$ cat config.mk
export PLATFORM = sky130hd
export DESIGN_NAME = gis_top
export DESIGN_NICKNAME = d
export VERILOG_FILES = /design/src/pkg/gis_pkg.sv /design/src/design/gis_pin_half.sv /design/src/design/gis_strap_latch.sv /design/src/design/gis_top.sv
export SDC_FILE = /design/constraint.sdc
export NUM_CORES = 1
export LEC_CHECK = 0
export ABC_AREA = 1
export BUFFER_PORTS_ARGS = -buffer_cell sky130_fd_sc_hd__buf_2
export CORE_MARGIN = 2
export CORE_UTILIZATION = 35
export CTS_BUF_LIST = sky130_fd_sc_hd__clkbuf_8
export DETAILED_ROUTE_END_ITERATION = 7
export HOLD_SLACK_MARGIN = 0.15
export MAX_ROUTING_LAYER = met4
export PLACE_DENSITY_LB_ADDON = 0.05
export SETUP_SLACK_MARGIN = 0.2
export SYNTH_ARGS = -nofsm -noshare
export SYNTH_HDL_FRONTEND = slang
export SYNTH_SLANG_ARGS = --single-unit
$ cat constraint.sdc
create_clock -name core_clk -period 1.7 [get_ports core_clk]
set_input_delay 0 -clock core_clk [delete_from_list [all_inputs] [get_ports core_clk]]
set_output_delay 0 -clock core_clk [all_outputs]
set_load 0.02 [all_outputs]
$ cat src/pkg/gis_pkg.sv
// shared constants and carrier types for the pin interrupt and strap status block
package gis_pkg;
  localparam int ADDR_W = 12;
  localparam int DATA_W = 32;
  localparam int PIN_N = 32;
  localparam int HALF_N = 16;
  localparam logic [2:0] OWN_PORT = 3'h0;
  // register offsets
  localparam logic [11:0] OFS_IN_LO = 12'h328;
  localparam logic [11:0] OFS_IN_HI = 12'h32C;
  localparam logic [11:0] OFS_OUT_LO = 12'h330;
  localparam logic [11:0] OFS_OUT_HI = 12'h334;
  localparam logic [11:0] OFS_POLARITY = 12'h338;
  localparam logic [11:0] OFS_STATUS = 12'h33C;
  localparam logic [11:0] OFS_MASK = 12'h340;
  localparam logic [11:0] OFS_OPMODE = 12'h348;
  // reset values
  localparam logic [15:0] RST_OUT = 16'h0000;
  localparam logic [31:0] RST_POLARITY = 32'h0000_0000;
  localparam logic [31:0] RST_STATUS = 32'h8000_0000;
  localparam logic [31:0] RST_MASK = 32'h0000_0000;
  localparam logic [2:0] RST_PORTCFG = 3'h0;
  localparam logic [1:0] RST_CHIPMODE = 2'h0;
  localparam logic RST_HOTPLUG = 1'b1;
  localparam logic RST_CLOCK_BUFFER_POWERED_DOWN = 1'b1;
  localparam logic RST_LPS = 1'b0;
  localparam logic [2:0] RST_I2C = 3'h0;
  // operation-mode field positions
  localparam int OPM_PORTCFG_LSB = 6;
  localparam int OPM_CHIPMODE_LSB = 9;
  localparam int OPM_CKMODE = 13;
  localparam int OPM_DMA = 14;
  localparam int OPM_CDEP = 21;
  localparam int OPM_SCAN = 22;
  localparam int OPM_HOTPLUG = 23;
  localparam int OPM_SURPRISE = 24;
  localparam int OPM_WIDE = 25;
  localparam int OPM_CLKBUF = 26;
  localparam int OPM_LPS = 27;
  localparam int OPM_I2C_LSB = 28;
  // clock-request pins
  localparam logic [15:0] CLKREQ_PINS = 16'hFF00;

  typedef struct packed {
    logic [2:0] portcfg;
    logic [1:0] chipmode;
    logic ckmode;
    logic dma_on;
    logic cross_domain_endpoint_on;
    logic scan_test_flag;
    logic hotplug_pins;
    logic surprise_removal_support;
    logic wide_expander_select;
    logic clock_buffer_powered_down;
    logic low_power_substate_pins;
    logic [2:0] i2c_addr;
  } gis_strap_s;

  typedef struct packed {
    logic wr;
    logic [2:0] port;
    logic [11:0] addr;
    logic [31:0] wdata;
    logic [3:0] be;
  } gis_cfg_req_s;
endpackage

$ cat src/design/gis_pin_half.sv
// one half of the pin bank: output drive and input read-back
`timescale 1ns/1ps
module gis_pin_half #(
  parameter int W = 16
) (
  // clock and reset
  input wire logic core_clk,
  input wire logic rst_n,
  input wire logic clk_en,
  // register side
  input wire logic [W-1:0] out_data,
  input wire logic [2*W-1:0] dir,
  input wire logic [W-1:0] pin_off,
  output logic [W-1:0] in_read_ff,
  // pins
  input wire logic [W-1:0] pin_in,
  output logic [W-1:0] pin_out_ff,
  output logic [W-1:0] pin_oe_n_ff
);
  logic [W-1:0] is_out;
  logic [W-1:0] drive;

  // direction bit of pin n sits at odd position 2n+1
  for (genvar n = 0; n < W; n++) begin : g_dir
    assign is_out[n] = dir[2*n+1];
  end
  assign drive = is_out & ~pin_off;

  always_ff @(posedge core_clk or negedge rst_n) begin
    if (!rst_n) begin
      pin_out_ff <= '0;
      pin_oe_n_ff <= '1;
    end else if (clk_en) begin
      pin_out_ff <= out_data & drive;
      pin_oe_n_ff <= ~drive;
    end
  end

  always_ff @(posedge core_clk or negedge rst_n) begin
    if (!rst_n) begin
      in_read_ff <= '0;
    end else if (clk_en) begin
      in_read_ff <= pin_in & ~is_out;
    end
  end
endmodule

$ cat src/design/gis_strap_latch.sv
// strap sampling held from the first enabled edge after reset
`timescale 1ns/1ps
module gis_strap_latch (
  // clock and reset
  input wire logic core_clk,
  input wire logic rst_n,
  input wire logic clk_en,
  // straps
  input wire gis_pkg::gis_strap_s strap_in,
  // latched view
  output gis_pkg::gis_strap_s strap_ff,
  output logic latched_ff
);
  always_ff @(posedge core_clk or negedge rst_n) begin
    if (!rst_n) begin
      latched_ff <= 1'b0;
    end else if (clk_en) begin
      latched_ff <= 1'b1;
    end
  end

  always_ff @(posedge core_clk or negedge rst_n) begin
    if (!rst_n) begin
      strap_ff <= '0;
      strap_ff.portcfg <= gis_pkg::RST_PORTCFG;
      strap_ff.chipmode <= gis_pkg::RST_CHIPMODE;
      strap_ff.hotplug_pins <= gis_pkg::RST_HOTPLUG;
      strap_ff.clock_buffer_powered_down <= gis_pkg::RST_CLOCK_BUFFER_POWERED_DOWN;
      strap_ff.low_power_substate_pins <= gis_pkg::RST_LPS;
      strap_ff.i2c_addr <= gis_pkg::RST_I2C;
    end else if (clk_en && !latched_ff) begin
      strap_ff <= strap_in;
    end
  end
endmodule

$ cat src/design/gis_top.sv
// pin output, pin interrupt and strap status registers of the first port
`timescale 1ns/1ps
// Overview of operation
// low output bit n drives pin n when direction bit 2n+1 of low direction set.
// high output bit n-16 drives pin n when its odd high direction bit set.
// polarity bit set means active-high interrupt input, clear active-low; reset clear.
// read-only status shows one active bit per pin; resets to top bit only.
// mask bit set masks that pin's interrupt; reset unmasked.
// operation-mode bits 8:6 show latched port-lane arrangement straps.
// operation-mode bits 10:9 show the two chip-mode straps, read-only.
// operation-mode bit 13 shows reference-clock mode strap.
// bit 14 shows DMA enabled, bit 21 cross-domain end-point enabled.
// bit 22 reads one in scan test mode, else zero.
// bit 23 shows hot-plug strap; when one all pins are hot-plug, default one.
// bit 24 shows surprise hot-plug support enabled.
// bit 25 shows expander width: zero 16-bit, one 40-bit.
// bit 26 shows clock-buffer power-down strap; default one.
// bit 27 shows substate strap; when one pins 8-15 become clock requests.
// bits 30:28 show the three latched target address straps.
// these registers exist only in the first port's configuration space.
// input read returns zero for output pins, sampled level for input pins.
// status active at polarity-chosen level; combined interrupt only for unmasked actives.
// reserved output halves read zero, ignore writes; straps latched once at reset.
module gis_top (
  // clock, enable and reset
  input wire logic core_clk,
  input wire logic rst_n,
  input wire logic clk_en,
  // configuration access
  input wire logic cfg_req,
  input wire gis_pkg::gis_cfg_req_s cfg_cmd,
  output logic cfg_ack_ff,
  output logic [31:0] cfg_rdata_ff,
  // direction registers held elsewhere
  input wire logic [31:0] dir_low,
  input wire logic [31:0] dir_high,
  // straps
  input wire logic [2:0] portcfg_strap,
  input wire logic [1:0] chipmode_strap,
  input wire logic ckmode_strap,
  input wire logic dma_on,
  input wire logic cross_domain_endpoint_on,
  input wire logic scan_test_flag,
  input wire logic hot_plug_strap_n,
  input wire logic surprise_removal_support,
  input wire logic wide_expander_select,
  input wire logic clock_buffer_down_strap_n,
  input wire logic low_power_substate_strap_n,
  input wire logic [2:0] i2c_addr_strap,
  // pins
  input wire logic [31:0] gpio_in,
  output logic [31:0] gpio_out_ff,
  output logic [31:0] gpio_oe_n_ff,
  // mode and interrupt outputs
  output logic hotplug_mode_ff,
  output logic clkreq_mode_ff,
  output logic irq_ff
);
  logic [15:0] out_lo_ff;
  logic [15:0] out_hi_ff;
  logic [31:0] pol_ff;
  logic [31:0] mask_ff;
  logic [31:0] status_ff;
  logic [15:0] in_lo;
  logic [15:0] in_hi;
  logic [15:0] off_lo;
  logic [15:0] off_hi;
  logic [31:0] opmode;
  logic [31:0] nxt_rdata;
  logic take;
  logic own_port;
  logic wr_hit;
  logic [31:0] out_lo_merge;
  logic [31:0] out_hi_merge;
  gis_pkg::gis_strap_s strap_raw;
  gis_pkg::gis_strap_s strap_q;
  logic strap_done;

  // byte-lane merge for writes
  function automatic logic [31:0] merge_be(input logic [31:0] old_v,
                                           input logic [31:0] new_v,
                                           input logic [3:0] be);
    logic [31:0] res;
    res = old_v;
    for (int b = 0; b < 4; b++) begin
      if (be[b]) begin
        res[8*b +: 8] = new_v[8*b +: 8];
      end
    end
    return res;
  endfunction

  // strap gathering and capture
  always_comb begin
    strap_raw = '0;
    strap_raw.portcfg = portcfg_strap;
    strap_raw.chipmode = chipmode_strap;
    strap_raw.ckmode = ckmode_strap;
    strap_raw.dma_on = dma_on;
    strap_raw.cross_domain_endpoint_on = cross_domain_endpoint_on;
    strap_raw.scan_test_flag = scan_test_flag;
    strap_raw.hotplug_pins = ~hot_plug_strap_n;
    strap_raw.surprise_removal_support = surprise_removal_support;
    strap_raw.wide_expander_select = wide_expander_select;
    strap_raw.clock_buffer_powered_down = ~clock_buffer_down_strap_n;
    strap_raw.low_power_substate_pins = ~low_power_substate_strap_n;
    strap_raw.i2c_addr = i2c_addr_strap;
  end

  gis_strap_latch u_strap (
    .core_clk(core_clk),
    .rst_n(rst_n),
    .clk_en(clk_en),
    .strap_in(strap_raw),
    .strap_ff(strap_q),
    .latched_ff(strap_done)
  );

  // pin takeover by hot-plug and clock-request modes
  assign off_lo = strap_q.hotplug_pins ? 16'hFFFF :
                  (strap_q.low_power_substate_pins ? gis_pkg::CLKREQ_PINS : 16'h0000);
  assign off_hi = strap_q.hotplug_pins ? 16'hFFFF : 16'h0000;

  always_ff @(posedge core_clk or negedge rst_n) begin
    if (!rst_n) begin
      hotplug_mode_ff <= gis_pkg::RST_HOTPLUG;
      clkreq_mode_ff <= gis_pkg::RST_LPS;
    end else if (clk_en) begin
      hotplug_mode_ff <= strap_q.hotplug_pins;
      clkreq_mode_ff <= strap_q.low_power_substate_pins;
    end
  end

  gis_pin_half #(.W(gis_pkg::HALF_N)) u_lo (
    .core_clk(core_clk),
    .rst_n(rst_n),
    .clk_en(clk_en),
    .out_data(out_lo_ff),
    .dir(dir_low),
    .pin_off(off_lo),
    .in_read_ff(in_lo),
    .pin_in(gpio_in[15:0]),
    .pin_out_ff(gpio_out_ff[15:0]),
    .pin_oe_n_ff(gpio_oe_n_ff[15:0])
  );

  gis_pin_half #(.W(gis_pkg::HALF_N)) u_hi (
    .core_clk(core_clk),
    .rst_n(rst_n),
    .clk_en(clk_en),
    .out_data(out_hi_ff),
    .dir(dir_high),
    .pin_off(off_hi),
    .in_read_ff(in_hi),
    .pin_in(gpio_in[31:16]),
    .pin_out_ff(gpio_out_ff[31:16]),
    .pin_oe_n_ff(gpio_oe_n_ff[31:16])
  );

  // access decode
  assign take = clk_en && cfg_req;
  assign own_port = cfg_cmd.port == gis_pkg::OWN_PORT;
  assign wr_hit = take && cfg_cmd.wr && own_port;

  // byte-lane merge of output halves, upper half dropped at the register
  assign out_lo_merge = merge_be({16'h0000, out_lo_ff}, cfg_cmd.wdata, cfg_cmd.be);
  assign out_hi_merge = merge_be({16'h0000, out_hi_ff}, cfg_cmd.wdata, cfg_cmd.be);

  // writable registers
  always_ff @(posedge core_clk or negedge rst_n) begin
    if (!rst_n) begin
      out_lo_ff <= gis_pkg::RST_OUT;
      out_hi_ff <= gis_pkg::RST_OUT;
    end else if (wr_hit) begin
      if (cfg_cmd.addr == gis_pkg::OFS_OUT_LO) begin
        out_lo_ff <= out_lo_merge[15:0];
      end
      if (cfg_cmd.addr == gis_pkg::OFS_OUT_HI) begin
        out_hi_ff <= out_hi_merge[15:0];
      end
    end
  end

  always_ff @(posedge core_clk or negedge rst_n) begin
    if (!rst_n) begin
      pol_ff <= gis_pkg::RST_POLARITY;
    end else if (wr_hit && cfg_cmd.addr == gis_pkg::OFS_POLARITY) begin
      pol_ff <= merge_be(pol_ff, cfg_cmd.wdata, cfg_cmd.be);
    end
  end

  always_ff @(posedge core_clk or negedge rst_n) begin
    if (!rst_n) begin
      mask_ff <= gis_pkg::RST_MASK;
    end else if (wr_hit && cfg_cmd.addr == gis_pkg::OFS_MASK) begin
      mask_ff <= merge_be(mask_ff, cfg_cmd.wdata, cfg_cmd.be);
    end
  end

  // interrupt status and combined interrupt
  always_ff @(posedge core_clk or negedge rst_n) begin
    if (!rst_n) begin
      status_ff <= gis_pkg::RST_STATUS;
    end else if (clk_en) begin
      status_ff <= ~(gpio_in ^ pol_ff);
    end
  end

  always_ff @(posedge core_clk or negedge rst_n) begin
    if (!rst_n) begin
      irq_ff <= 1'b0;
    end else if (clk_en) begin
      irq_ff <= |(status_ff & ~mask_ff);
    end
  end

  // operation-mode view
  always_comb begin
    opmode = '0;
    opmode[gis_pkg::OPM_PORTCFG_LSB +: 3] = strap_q.portcfg;
    opmode[gis_pkg::OPM_CHIPMODE_LSB +: 2] = strap_q.chipmode;
    opmode[gis_pkg::OPM_CKMODE] = strap_q.ckmode;
    opmode[gis_pkg::OPM_DMA] = strap_q.dma_on;
    opmode[gis_pkg::OPM_CDEP] = strap_q.cross_domain_endpoint_on;
    opmode[gis_pkg::OPM_SCAN] = strap_q.scan_test_flag;
    opmode[gis_pkg::OPM_HOTPLUG] = strap_q.hotplug_pins;
    opmode[gis_pkg::OPM_SURPRISE] = strap_q.surprise_removal_support;
    opmode[gis_pkg::OPM_WIDE] = strap_q.wide_expander_select;
    opmode[gis_pkg::OPM_CLKBUF] = strap_q.clock_buffer_powered_down;
    opmode[gis_pkg::OPM_LPS] = strap_q.low_power_substate_pins;
    opmode[gis_pkg::OPM_I2C_LSB +: 3] = strap_q.i2c_addr;
  end

  // read mux
  always_comb begin
    nxt_rdata = 32'h0000_0000;
    if (own_port && !cfg_cmd.wr) begin
      unique case (cfg_cmd.addr)
        gis_pkg::OFS_IN_LO: nxt_rdata = {16'h0000, in_lo};
        gis_pkg::OFS_IN_HI: nxt_rdata = {16'h0000, in_hi};
        gis_pkg::OFS_OUT_LO: nxt_rdata = {16'h0000, out_lo_ff};
        gis_pkg::OFS_OUT_HI: nxt_rdata = {16'h0000, out_hi_ff};
        gis_pkg::OFS_POLARITY: nxt_rdata = pol_ff;
        gis_pkg::OFS_STATUS: nxt_rdata = status_ff;
        gis_pkg::OFS_MASK: nxt_rdata = mask_ff;
        gis_pkg::OFS_OPMODE: nxt_rdata = opmode;
        default: nxt_rdata = 32'h0000_0000;
      endcase
    end
  end

  always_ff @(posedge core_clk or negedge rst_n) begin
    if (!rst_n) begin
      cfg_ack_ff <= 1'b0;
      cfg_rdata_ff <= 32'h0000_0000;
    end else if (clk_en) begin
      cfg_ack_ff <= cfg_req;
      cfg_rdata_ff <= cfg_req ? nxt_rdata : 32'h0000_0000;
    end
  end
endmodule

After elaboration in Yosys (flattened, before gate mapping)
Index checks and enable logic that the tools add are counted.
W data, S select, Z words.
- eq/ne operators: 8
- muxes and demuxes: 6
- bitwise logic cells: 19
- reductions and logical operators: 23
- operators by type and width (kind ; number):
    $pmux W32 S8 ; 1
    $and A16 B16 Y16 ; 6
    $eq A12 B10 Y1 const B ; 8
    $not A16 Y16 ; 6
    $mux W32 ; 2
    $not A32 Y32 ; 2
    $mux W16 ; 3
    $and A32 B32 Y32 ; 1
    $reduce_or A32 Y1 ; 1
    $xor A32 B32 Y32 ; 1
    $reduce_and A2 Y1 ; 8
    $reduce_and A3 Y1 ; 4
    $logic_and A1 B1 Y1 ; 7
    $logic_not A3 Y1 ; 1
    $not A1 Y1 ; 3
    $logic_not A1 Y1 ; 2
- flip-flop bits (word level): 278
- input port bits: 169
- output and inout bits: 100
- word-level logic and storage cells: 93

Depth between registers and ports, before layout
Gate-level depths: netlist (run 1).
- depth after elaboration: 5
- gate-level depth with buffers: 12
- depth with buffers taken out: 10

Hierarchy
A second synthesis (run 1) with hierarchy kept.
- cells, all modules: 1778
- area, all modules: 13897.1 um^2
- by module, submodules not included (module ; instances ; cells each ; area an instance (um^2) ; sequential area each (um^2)):
    gis_top ; 1 ; 1104 ; 8739.6 ; 4106.4
    gis_pin_half ; 2 ; 299 ; 2205.9 ; 1221.2
    gis_strap_latch ; 1 ; 76 ; 745.7 ; 452.9

Worst setup path before layout (run 1)
No wires, ideal clock.
- path type: reg-to-reg
- from: register u_strap.strap_ff[7] in the netlist's numbering
- to: register u_hi.pin_out_ff[0]
- setup time: 0.121 ns
- arrival: 1.228 ns
- data required time: 1.579 ns
- setup slack: 0.351 ns
- stages on the path, launching flop included: 6
- buffers on the path: 1
- period minus slack after synthesis: 1.349 ns
- path through: dfstp_2 > nor2_1 > inv_1 > buf_1 > nor2_1 > a22o_1
- longest elaborated chain between the ends: 4
- ends and longest elaborated chain (what ; line ; text):
    from (decl) ; gis_strap_latch.sv:11 ; output gis_pkg::gis_strap_s strap_ff,
    from (signal assigned) ; gis_strap_latch.sv:32 ; strap_ff <= strap_in;
    $mux W16 ; gis_top.sv:122 ; assign off_hi = strap_q.hotplug_pins ? 16'hFFFF : 16'h0000;
    $not A16 Y16 ; gis_pin_half.sv:27 ; assign drive = is_out & ~pin_off;
    $and A16 B16 Y16 ; gis_pin_half.sv:27 ;
    $and A16 B16 Y16 ; gis_pin_half.sv:34 ; pin_out_ff <= out_data & drive;
    to (signal assigned) ; gis_pin_half.sv:34 ;
    to (decl) ; gis_pin_half.sv:17 ; output logic [W-1:0] pin_out_ff,
Every way passes these cells.
A chain may end at the register's enable or synchronous reset.

Worst setup path after layout (run 1)
- from: input gpio_in[21]
- to: register u_hi.in_read_ff[5]
- longest elaborated chain between the ends: 1
- ends and longest elaborated chain (what ; line ; text):
    from (decl) ; gis_top.sv:51 ; input wire logic [31:0] gpio_in,
    $and A16 B16 Y16 ; gis_pin_half.sv:43 ; in_read_ff <= pin_in & ~is_out;
    to (signal assigned) ; gis_pin_half.sv:43 ;
    to (decl) ; gis_pin_half.sv:14 ; output logic [W-1:0] in_read_ff,
Every way passes these cells.

==> flow_summary.html, run 1 <==
<table>
<tr><th>Metric</th><th>Value</th></tr>
<tr><th colspan="2">CTS</th></tr>
<tr><td>CTS Root Cell</td><td>sky130_fd_sc_hd__clkbuf_8</td></tr>
<tr><td>Number of CTS-inserted buffers</td><td>51</td></tr>
<tr><td>H-Tree Depth</td><td>2</td></tr>
<tr><td>Clock slew at the register clock pins of the worst setup and hold paths</td><td>0.06 ns</td></tr>
<tr><td>CTS sink count</td><td>278</td></tr>
<tr><td>TritonCTS clock tree</td><td>done</td></tr>
<tr><td>Maximum number of buffers from clock root to sink</td><td>3</td></tr>
<tr><td>Clock latency at the later pin of the worst-skew pair</td><td>0.59 ns</td></tr>
<tr><th colspan="2">Layout</th></tr>
<tr><td>Commonest non-fill, non-tap cells in the layout</td><td>sky130_fd_sc_hd__nand2_1, sky130_fd_sc_hd__dfrtp_1, sky130_fd_sc_hd__buf_2, sky130_fd_sc_hd__nand3_1, sky130_fd_sc_hd__dlygate4sd3_1</td></tr>
<tr><td>Sequential standard cell area</td><td>0.00700 mm2</td></tr>
<tr><td>Leading cell type in the layout, fill and taps excluded</td><td>sky130_fd_sc_hd__nand2_1</td></tr>
<tr><td>Share of cells above drive strength 1</td><td>23.0%</td></tr>
<tr><td>Fill cells</td><td>3,611</td></tr>
<tr><td>Footprint of the multi-input gates</td><td>0.00511 mm2</td></tr>
<tr><td>Area Overhead vs Synth</td><td>37.9%</td></tr>
<tr><td>Layout Nets</td><td>2,144</td></tr>
<tr><th colspan="2">Power</th></tr>
<tr><td>Leakage power of the design</td><td>9.58 nW</td></tr>
<tr><td>Tot Pwr</td><td>0.0147 W</td></tr>
<tr><td>Worst vdd rail ir drop</td><td>0.434 mV</td></tr>
<tr><td>Power density cells</td><td>818 mW/mm2</td></tr>
<tr><th colspan="2">Synthesis</th></tr>
<tr><td>Number of unique standard cell types used by synthesis</td><td>31</td></tr>
<tr><td>Compound-cell area share of the yosys netlist</td><td>8.65%</td></tr>
<tr><td>Post-Syn Nets</td><td>1,677</td></tr>
<tr><td>Adder and majority gate portion of the synthesized area</td><td>0%</td></tr>
<tr><td>Proportion of synthesized chip area in sequential cells</td><td>53.8%</td></tr>
<tr><td>Mapped Area</td><td>0.0130 mm2</td></tr>
<tr><td>Synthesis Warnings</td><td>0</td></tr>
<tr><td>Simple-gate share of the synthesized area</td><td>27.1%</td></tr>
<tr><td>Post-Syn Area per Cell</td><td>8.62 um2</td></tr>
<tr><td>Xor and xnor area share after synthesis</td><td>2.16%</td></tr>
<tr><td>Combinational family with the most area after synthesis</td><td>simple AND/OR/NAND/NOR gates</td></tr>
<tr><td>Post-synthesis register bit count</td><td>278</td></tr>
<tr><td>Mapped Cells</td><td>1,508</td></tr>
<tr><td>Mux cell area share after synthesis</td><td>1.21%</td></tr>
<tr><th colspan="2">GRT</th></tr>
<tr><td>Global router's overall resource usage</td><td>23.9%</td></tr>
<tr><td>GRT met1 Usage</td><td>33.5%</td></tr>
<tr><td>Global Route met2 Usage</td><td>37.2%</td></tr>
<tr><td>Grt ovf</td><td>0</td></tr>
<tr><td>Initial antenna violation count</td><td>1</td></tr>
<tr><td>Via count of the first global-routing pass</td><td>11,863</td></tr>
<tr><td>Met3 demand-to-capacity share in global routing</td><td>2.98%</td></tr>
<tr><td>Global routing's busiest layer</td><td>met2</td></tr>
<tr><td>Largest net degree at the start of global routing</td><td>88</td></tr>
<tr><td>Wire length of the first global-routing pass</td><td>69,100 um</td></tr>
<tr><th colspan="2">Routing</th></tr>
<tr><td>DR vias</td><td>11,851</td></tr>
<tr><td>Via count normalized by instance count</td><td>4.77</td></tr>
<tr><td>Final Routed Wirelength</td><td>44,500 um</td></tr>
<tr><td>First-pass iteration count of the detailed router</td><td>5</td></tr>
<tr><td>Number of design-rule violations left by the first detailed-router iteration</td><td>773</td></tr>
<tr><td>Number of design rule violations left after detail routing</td><td>0</td></tr>
<tr><td>ANT nets after route</td><td>0</td></tr>
<tr><td>Wire length per cell</td><td>17.9 um</td></tr>
<tr><th colspan="2">Worst setup path</th></tr>
<tr><td>Kind of start point of the critical path</td><td>input pin</td></tr>
<tr><td>Slowest stage delay, CP</td><td>0.57 ns</td></tr>
<tr><td>Worst endpoint required time</td><td>2.17 ns</td></tr>
<tr><td>Number of cells on the worst reg-to-reg path</td><td>6</td></tr>
<tr><td>Worst Setup End Kind</td><td>flip-flop</td></tr>
<tr><td>Standard cell with the maximum stage delay on the critical path</td><td>sky130_fd_sc_hd__dlygate4sd3_1</td></tr>
<tr><td>Critical path start-end classification</td><td>in2reg</td></tr>
<tr><td>Endpoint arrival time on the critical path</td><td>1.95 ns</td></tr>
<tr><td>Endpoint of the worst register-to-register path</td><td>u_lo.pin_out_ff[11]</td></tr>
<tr><td>Maximum fanout encountered on the critical timing path</td><td>2</td></tr>
<tr><td>Launch point of the worst reg-to-reg path</td><td>u_strap.strap_ff[7]</td></tr>
<tr><td>Sum of buffers and inverters on the critical path</td><td>4</td></tr>
<tr><td>Minimum setup slack among reg-to-reg paths</td><td>0.32 ns</td></tr>
<tr><td>Worst path most repeated cell</td><td>sky130_fd_sc_hd__dlygate4sd3_1</td></tr>
<tr><td>Cell family with most CP delay</td><td>buffers and inverters</td></tr>
<tr><td>Critical-path cell list</td><td>dlygate4sd3_1 -&gt; buf_2 -&gt; nand3_1 -&gt; dlygate4sd3_1 -&gt; o21ai_0 -&gt; dlygate4sd3_1</td></tr>
<tr><th colspan="2">Floorplan</th></tr>
<tr><td>Effective utilization at floorplan</td><td>35.5%</td></tr>
<tr><td>Number of top-level pins</td><td>269</td></tr>
<tr><td>Core region area</td><td>0.0366 mm2</td></tr>
<tr><td>Area of the die</td><td>0.0387 mm2</td></tr>
<tr><td>Die Width</td><td>197 um</td></tr>
<tr><td>Chip height</td><td>197 um</td></tr>
<tr><td>Number of rows created at floorplan</td><td>70</td></tr>
<tr><th colspan="2">STA</th></tr>
<tr><td>Worst rel slew slack</td><td>71.0%</td></tr>
<tr><td>Minimum period implied by the final worst setup slack</td><td>1.48 ns</td></tr>
<tr><td>Setup violation total in the final timing report</td><td>0</td></tr>
<tr><td>Final number of hold-violating endpoints</td><td>0</td></tr>
<tr><td>Worst clock skew</td><td>0.0210 ns</td></tr>
<tr><td>Achievable clock frequency</td><td>0.674 GHz</td></tr>
<tr><td>Max-slew violation count</td><td>0</td></tr>
<tr><td>Slew at the pin with the worst max-slew slack</td><td>0.434 ns</td></tr>
<tr><td>Setup repair after global routing missed its margin</td><td>true</td></tr>
<tr><td>Setup total negative slack</td><td>0 ns</td></tr>
<tr><td>Crit share post-route</td><td>87.3%</td></tr>
<tr><th colspan="2">Placed design</th></tr>
<tr><td>Post-detail-place hpwl</td><td>30,200 um</td></tr>
<tr><td>Count of input and output buffers</td><td>236</td></tr>
<tr><td>Routability-driven placement congestion ratio</td><td>0.852</td></tr>
<tr><th colspan="2">Hold path</th></tr>
<tr><td>Endpoint of the worst hold-timing path</td><td>cfg_rdata_ff[31]</td></tr>
<tr><td>Class of the worst hold path</td><td>in2reg</td></tr>
<tr><td>Hold path depth</td><td>8</td></tr>
<tr><td>Worst min-delay path startpoint</td><td>cfg_cmd[39]</td></tr>
<tr><th colspan="2">Flow run</th></tr>
<tr><td>Max Cap Violations</td><td>0</td></tr>
<tr><th colspan="2">Status</th></tr>
<tr><td>Status</td><td>complete, no violations</td></tr>
</table>
## tightest hold or removal path: cells and delay by family
family                 cells  cell delay (ns)
and+or+nand+nor            6             0.46
buffers and inverters      2             0.28
## sequential cells by signal (all words and copies together), names as in the netlist, 17 cells and up
name	count
u_strap.strap_ff	17
status_ff	32
cfg_rdata_ff	32
mask_ff	32
pol_ff	32
## routing by layer
layer  wire length [um]  vias up  part of all wire [%]
met5                  0        -                     0
met4                745        0                   1.7
met3               1870       57                   4.2
met2              20400      287                    46
met1              21500     5647                    48
li1                   -     5860                     -
## worst max-delay path by stage
stage | from | end | slack [ns] | cells past startpoint
finish | gpio_in[21] | u_hi.in_read_ff[5] | 0.22 | 6
global route | cfg_cmd[37] | mask_ff[18] | 0.17 | 10
CTS | cfg_cmd[43] | out_hi_ff[1] | 0.20 | 10
detailed placement | cfg_cmd[43] | out_lo_ff[10] | 0.14 | 10
global placement | cfg_cmd[43] | out_lo_ff[10] | 0.14 | 10
floorplan | u_strap.strap_ff[7] | u_hi.pin_out_ff[0] | 0.35 | 5
## what timing repair did
action | 4_1_cts | 5_1_grt
gates resized for setup | 0 | 9
endpoints found under the hold margin | 555 | 1
hold buffers | 196 | 3
buffers inserted | 0 | 5
endpoints found under the setup margin | 0 | 34
## metrics by stage
stage	utilization, %	std cells	hold WS, ns	worst slack [ns]	instance area [um2]
after floorplan	-	1508	-0.296	0.351	13000
after global placement	40.7	2187	-0.0528	0.144	14900
after detailed placement	40.7	2187	-0.0521	0.140	14900
after CTS	48.8	2477	0.153	0.205	17900
after global routing	49.0	2485	0.176	0.167	17900
final	49.0	2485	0.165	0.216	17900
## cell usage after synthesis
library cell	number	share of area, %
sky130_fd_sc_hd__buf_1	8	0.23
sky130_fd_sc_hd__dfstp_2	36	7.3
sky130_fd_sc_hd__buf_4	8	0.46
sky130_fd_sc_hd__nor3_2	1	0.077
sky130_fd_sc_hd__or3_4	1	0.087
sky130_fd_sc_hd__nor3_1	3	0.12
sky130_fd_sc_hd__clkbuf_1	33	0.95
sky130_fd_sc_hd__nor2_1	158	4.6
sky130_fd_sc_hd__mux2_2	14	1.2
sky130_fd_sc_hd__nor2_2	4	0.19
sky130_fd_sc_hd__nand2_1	381	11
sky130_fd_sc_hd__inv_1	124	3.6
sky130_fd_sc_hd__nor2_8	3	0.46
sky130_fd_sc_hd__buf_2	12	0.46
sky130_fd_sc_hd__nand2_2	3	0.14
sky130_fd_sc_hd__nand2_4	10	0.87
sky130_fd_sc_hd__xor2_1	32	2.2
sky130_fd_sc_hd__o21ai_2	20	1.3
sky130_fd_sc_hd__nor2_4	2	0.17
sky130_fd_sc_hd__nand3_1	213	8.2
sky130_fd_sc_hd__o21ai_0	38	1.5
sky130_fd_sc_hd__o21ai_1	76	2.9
sky130_fd_sc_hd__dfrtp_1	242	47
sky130_fd_sc_hd__a22o_1	32	2.2
sky130_fd_sc_hd__o22ai_1	15	0.72
sky130_fd_sc_hd__buf_6	13	1.1
sky130_fd_sc_hd__nand4_1	15	0.72
sky130_fd_sc_hd__nand3_4	4	0.54
sky130_fd_sc_hd__inv_2	4	0.12
sky130_fd_sc_hd__a21oi_1	1	0.038
sky130_fd_sc_hd__clkinv_2	2	0.077
## cells by family after synthesis
family,after synthesis
XOR/XNOR,32
buffers and inverters,204
multiplexers,14
AO/OA/AOI/OAI,182
flip-flops,278
AND/OR/NAND/NOR,798
## power breakdown
part | switching (W) | leakage [nW] | internal [W]
registers | 0.000153 | 3.66 | 0.00688
logic | 0.000854 | 5.30 | 0.000625
clock network | 0.00284 | 0.617 | 0.00331
total | 0.00385 | 9.58 | 0.0108
## area by class of cell
class | count | share of cell area (%)
Clock buffer | 63 | 4.84
Sequential cell | 278 | 39.0
Timing Repair Buffer | 488 | 20.9
Multi-Input combinational cell | 1026 | 28.5
Tap cell | 468 | 3.27
Clock inverter | 31 | 0.656
Antenna cell | 1 | 0.0140
Inverter | 130 | 2.76
No activity file was read; power rests on OpenSTA's default activity.
==> run 2, diff against run 1 <==
- clock period: 1.7 -> 1.42 ns (I/O delays scaled with it)
==> run 2 against run 1 <==
The run now ends with hold timing left. Largest cell class unchanged. Sequential power is 20% higher. Critical path type is now reg2reg. Non-clock buffer count is 24 higher. Die area stayed put.
==> flow_summary.html, run 2 (synthesis results as in run 1) <==
<table>
<tr><th>Metric</th><th>Value</th></tr>
<tr><th colspan="2">Status</th></tr>
<tr><td>Status</td><td>complete, but fails checks</td></tr>
<tr><td>Violations in the final reports</td><td>hold timing</td></tr>
<tr><th colspan="2">Routing</th></tr>
<tr><td>Number of design-rule violations left by the first detailed-router iteration</td><td>741 (-4.1%)</td></tr>
<tr><td>DR vias</td><td>12,167 (+2.7%)</td></tr>
<tr><td>ANT nets after route</td><td>0 (unchanged)</td></tr>
<tr><td>Final Routed Wirelength</td><td>46,800 um (+5.0%)</td></tr>
<tr><td>Via count normalized by instance count</td><td>4.84 (+1.5%)</td></tr>
<tr><td>Wire length per cell</td><td>18.6 um (+3.8%)</td></tr>
<tr><td>Number of design rule violations left after detail routing</td><td>0 (unchanged)</td></tr>
<tr><td>First-pass iteration count of the detailed router</td><td>5 (unchanged)</td></tr>
<tr><th colspan="2">Worst setup path</th></tr>
<tr><td>Worst Setup End Kind</td><td>flip-flop</td></tr>
<tr><td>Endpoint arrival time on the critical path</td><td>1.89 ns (-0.06 ns)</td></tr>
<tr><td>Worst endpoint required time</td><td>1.92 ns (-0.25 ns)</td></tr>
<tr><td>Number of cells on the worst reg-to-reg path</td><td>7 (+1)</td></tr>
<tr><td>Critical path start-end classification</td><td>reg2reg</td></tr>
<tr><td>Maximum fanout encountered on the critical timing path</td><td>5 (+3)</td></tr>
<tr><td>Kind of start point of the critical path</td><td>flip-flop</td></tr>
<tr><th colspan="2">Floorplan</th></tr>
<tr><td>Effective utilization at floorplan</td><td>35.5% (unchanged)</td></tr>
<tr><td>Core region area</td><td>0.0366 mm2 (unchanged)</td></tr>
<tr><td>Chip height</td><td>197 um (unchanged)</td></tr>
<tr><td>Area of the die</td><td>0.0387 mm2 (unchanged)</td></tr>
<tr><td>Die Width</td><td>197 um (unchanged)</td></tr>
<tr><td>Number of top-level pins</td><td>269 (unchanged)</td></tr>
<tr><td>Number of rows created at floorplan</td><td>70 (unchanged)</td></tr>
<tr><th colspan="2">Layout</th></tr>
<tr><td>Share of cells above drive strength 1</td><td>28.9% (+5.9 points)</td></tr>
<tr><td>Number of non-filler instances in the completed layout</td><td>2,514 (+1.2%)</td></tr>
<tr><td>Layout Nets</td><td>2,172 (+1.3%)</td></tr>
<tr><td>Area Overhead vs Synth</td><td>46.7%</td></tr>
<tr><td>Core utilization of the finished layout</td><td>52.1% (+3.1 points)</td></tr>
<tr><td>Leading cell type in the layout, fill and taps excluded</td><td>sky130_fd_sc_hd__nand2_1</td></tr>
<tr><td>Commonest non-fill, non-tap cells in the layout</td><td>sky130_fd_sc_hd__nand2_1, sky130_fd_sc_hd__dfrtp_1, sky130_fd_sc_hd__nand3_1, sky130_fd_sc_hd__buf_2, sky130_fd_sc_hd__dlygate4sd3_1</td></tr>
<tr><th colspan="2">Placed design</th></tr>
<tr><td>Count of input and output buffers</td><td>236 (unchanged)</td></tr>
<tr><td>Routability-driven placement congestion ratio</td><td>0.853 (+0.13%)</td></tr>
<tr><td># placed instances</td><td>2,223 (+1.6%)</td></tr>
<tr><td>Post-detail-place hpwl</td><td>31,400 um (+4.0%)</td></tr>
<tr><th colspan="2">CTS</th></tr>
<tr><td>Clock latency at the later pin of the worst-skew pair</td><td>0.62 ns (+0.03 ns)</td></tr>
<tr><td>Total of hold buffers inserted after clock tree synthesis</td><td>164 (-16%)</td></tr>
<tr><td>CTS sink count</td><td>278 (unchanged)</td></tr>
<tr><td>H-Tree Depth</td><td>2 (unchanged)</td></tr>
<tr><td>Clock slew at the register clock pins of the worst setup and hold paths</td><td>0.06 ns (about the same)</td></tr>
<tr><td>TritonCTS clock tree</td><td>done</td></tr>
<tr><td>Number of CTS-inserted buffers</td><td>51 (unchanged)</td></tr>
<tr><td>CTS Root Cell</td><td>sky130_fd_sc_hd__clkbuf_8</td></tr>
<tr><td>Maximum number of buffers from clock root to sink</td><td>3 (unchanged)</td></tr>
<tr><th colspan="2">Power</th></tr>
<tr><td>Power density cells</td><td>973 mW/mm2 (+19%)</td></tr>
<tr><td>Share of total power in the clock network</td><td>43.1% (+1.1 points)</td></tr>
<tr><td>Share of total power in combinational logic</td><td>11.5% (+1.4 points)</td></tr>
<tr><td>Leakage power of the design</td><td>9.98 nW (+4.2%)</td></tr>
<tr><td>P_sw</td><td>0.00489 W (+27%)</td></tr>
<tr><td>Switching power share of the total</td><td>26.4% (+0.14 points)</td></tr>
<tr><td>Power Internal</td><td>0.0137 W (+26%)</td></tr>
<tr><td>Sequential fraction of design power</td><td>45.4% (-2.6 points)</td></tr>
<tr><td>Worst vdd rail ir drop</td><td>0.581 mV (+34%)</td></tr>
<tr><th colspan="2">STA</th></tr>
<tr><td>Achievable clock frequency</td><td>0.721 GHz</td></tr>
<tr><td>Setup repair after global routing missed its margin</td><td>true</td></tr>
<tr><td>Minimum period implied by the final worst setup slack</td><td>1.39 ns</td></tr>
<tr><td>Crit share post-route</td><td>97.7%</td></tr>
<tr><td>Minimum hold slack</td><td>-0.0224 ns (-0.188 ns)</td></tr>
<tr><td>Slew at the pin with the worst max-slew slack</td><td>0.853 ns (+0.419 ns)</td></tr>
<tr><td>Max-slew violation count</td><td>0 (unchanged)</td></tr>
<tr><td>Final number of hold-violating endpoints</td><td>6 (+6)</td></tr>
<tr><td>Setup violation total in the final timing report</td><td>0 (unchanged)</td></tr>
<tr><td>Worst rel slew slack</td><td>43.1% (-28 points)</td></tr>
<tr><td>Worst clock skew</td><td>0.0239 ns (+0.00283 ns)</td></tr>
<tr><th colspan="2">GRT</th></tr>
<tr><td>Largest net degree at the start of global routing</td><td>90 (+2.3%)</td></tr>
<tr><td>Global router's overall resource usage</td><td>24.6% (+0.69 points)</td></tr>
<tr><td>Via count of the first global-routing pass</td><td>12,080 (+1.8%)</td></tr>
<tr><td>Initial antenna violation count</td><td>1 (unchanged)</td></tr>
<tr><td>Grt ovf</td><td>0 (unchanged)</td></tr>
<tr><td>Wire length of the first global-routing pass</td><td>70,700 um (+2.4%)</td></tr>
<tr><th colspan="2">Hold path</th></tr>
<tr><td>Hold path depth</td><td>6 (-2)</td></tr>
<tr><td>Class of the worst hold path</td><td>in2reg</td></tr>
<tr><th colspan="2">Flow run</th></tr>
<tr><td>Max Cap Violations</td><td>0 (unchanged)</td></tr>
</table>
-- run 2: changes by cell type in the layout (fill, tap and decap cells not counted), moves of 4 or more --
cell | previous run | this run
sky130_fd_sc_hd__clkbuf_8 | 63 | 68
sky130_fd_sc_hd__buf_2 | 235 | 183
sky130_fd_sc_hd__buf_6 | 0 | 53
sky130_fd_sc_hd__nor2_1 | 158 | 110
sky130_fd_sc_hd__nor2_2 | 4 | 21
sky130_fd_sc_hd__buf_12 | 14 | 25
sky130_fd_sc_hd__buf_16 | 0 | 4
sky130_fd_sc_hd__inv_4 | 2 | 6
sky130_fd_sc_hd__nand3_4 | 4 | 8
sky130_fd_sc_hd__inv_1 | 152 | 138
sky130_fd_sc_hd__nor2_4 | 2 | 33
sky130_fd_sc_hd__buf_4 | 41 | 81
sky130_fd_sc_hd__dlygate4sd3_1 | 195 | 162
-- run 2: critical path, cell delays in order (launching register included) --
cell	delay [ns]
sky130_fd_sc_hd__dfstp_2	0.54
sky130_fd_sc_hd__buf_6	0.10
sky130_fd_sc_hd__nor2_4	0.04
sky130_fd_sc_hd__inv_4	0.07
sky130_fd_sc_hd__buf_12	0.14
sky130_fd_sc_hd__buf_16	0.17
sky130_fd_sc_hd__nor2_4	0.04
sky130_fd_sc_hd__a22o_1	0.17
-- run 2: metal layers --
metal	track usage (%)	wire length, um	vias to the layer above
met5	-	0	-
met4	6.68	892	0
met3	4.38	2380	64
met2	37.2	21500	322
met1	34.0	22000	5855
li1	-	-	5926
-- run 2: path summary, 6_finish.rpt --
kind,start,to,slack (ns)
max,u_strap.strap_ff[7],u_lo.pin_out_ff[6],0.03
min,cfg_cmd[48],cfg_rdata_ff[20],-0.02
max reg2reg,u_strap.strap_ff[7],u_lo.pin_out_ff[6],0.03
min reg2reg,u_strap.latched_ff,u_strap.latched_ff,0.46
max in group asynchronous,rst_n,u_lo.pin_oe_n_ff[9],0.30
min in group asynchronous,rst_n,mask_ff[18],0.37
-- run 2: cell type report --
| type | instances | area, um2 |
|---|---|---|
| repair buffers | 512 | 4410 |
| fillers | 3488 | 17500 |
| well taps | 468 | 586 |
| inverters | 130 | 523 |
| clock buffers | 68 | 936 |
| clock inverters | 27 | 135 |
| diodes | 1 | 2.50 |
| multi-input cells | 1030 | 5480 |
| flip-flops and latches | 278 | 7000 |
-- run 2: timing repair --
item,CTS,global route
pin swaps,2,18
resized for setup,134,96
cloned,3,5
buffers inserted,6,17
endpoints found under the setup margin,104,244
endpoints found under the hold margin,555,32
-- run 2: power groups by stage --
| stage | combinational, W | clock, W | sequential [W] |
|---|---|---|---|
| after floorplan | 0.000535 | 0 | 0.00861 |
| final | 0.00213 | 0.00800 | 0.00842 |
| after detailed placement | 0.00152 | 0 | 0.00853 |
| after global routing | 0.00233 | 0.00853 | 0.00844 |
| after CTS | 0.00206 | 0.00822 | 0.00842 |
| after global placement | 0.00150 | 0 | 0.00853 |
-- run 2: through the flow --
stage | setup WS (ns) | area, um2 | power [W] | setup TNS, ns | hold WS [ns]
floorplan | 0.192 | 13000 | 0.00914 | 0 | -0.296
global placement | -0.0686 | 15300 | 0.0100 | -1.18 | -0.121
detailed placement | -0.104 | 15300 | 0.0100 | -3.30 | -0.119
CTS | 0.0423 | 18600 | 0.0187 | 0 | -0.0564
global route | -0.0136 | 19100 | 0.0193 | -0.0717 | -0.00227
finish | 0.0329 | 19100 | 0.0186 | 0 | -0.0224
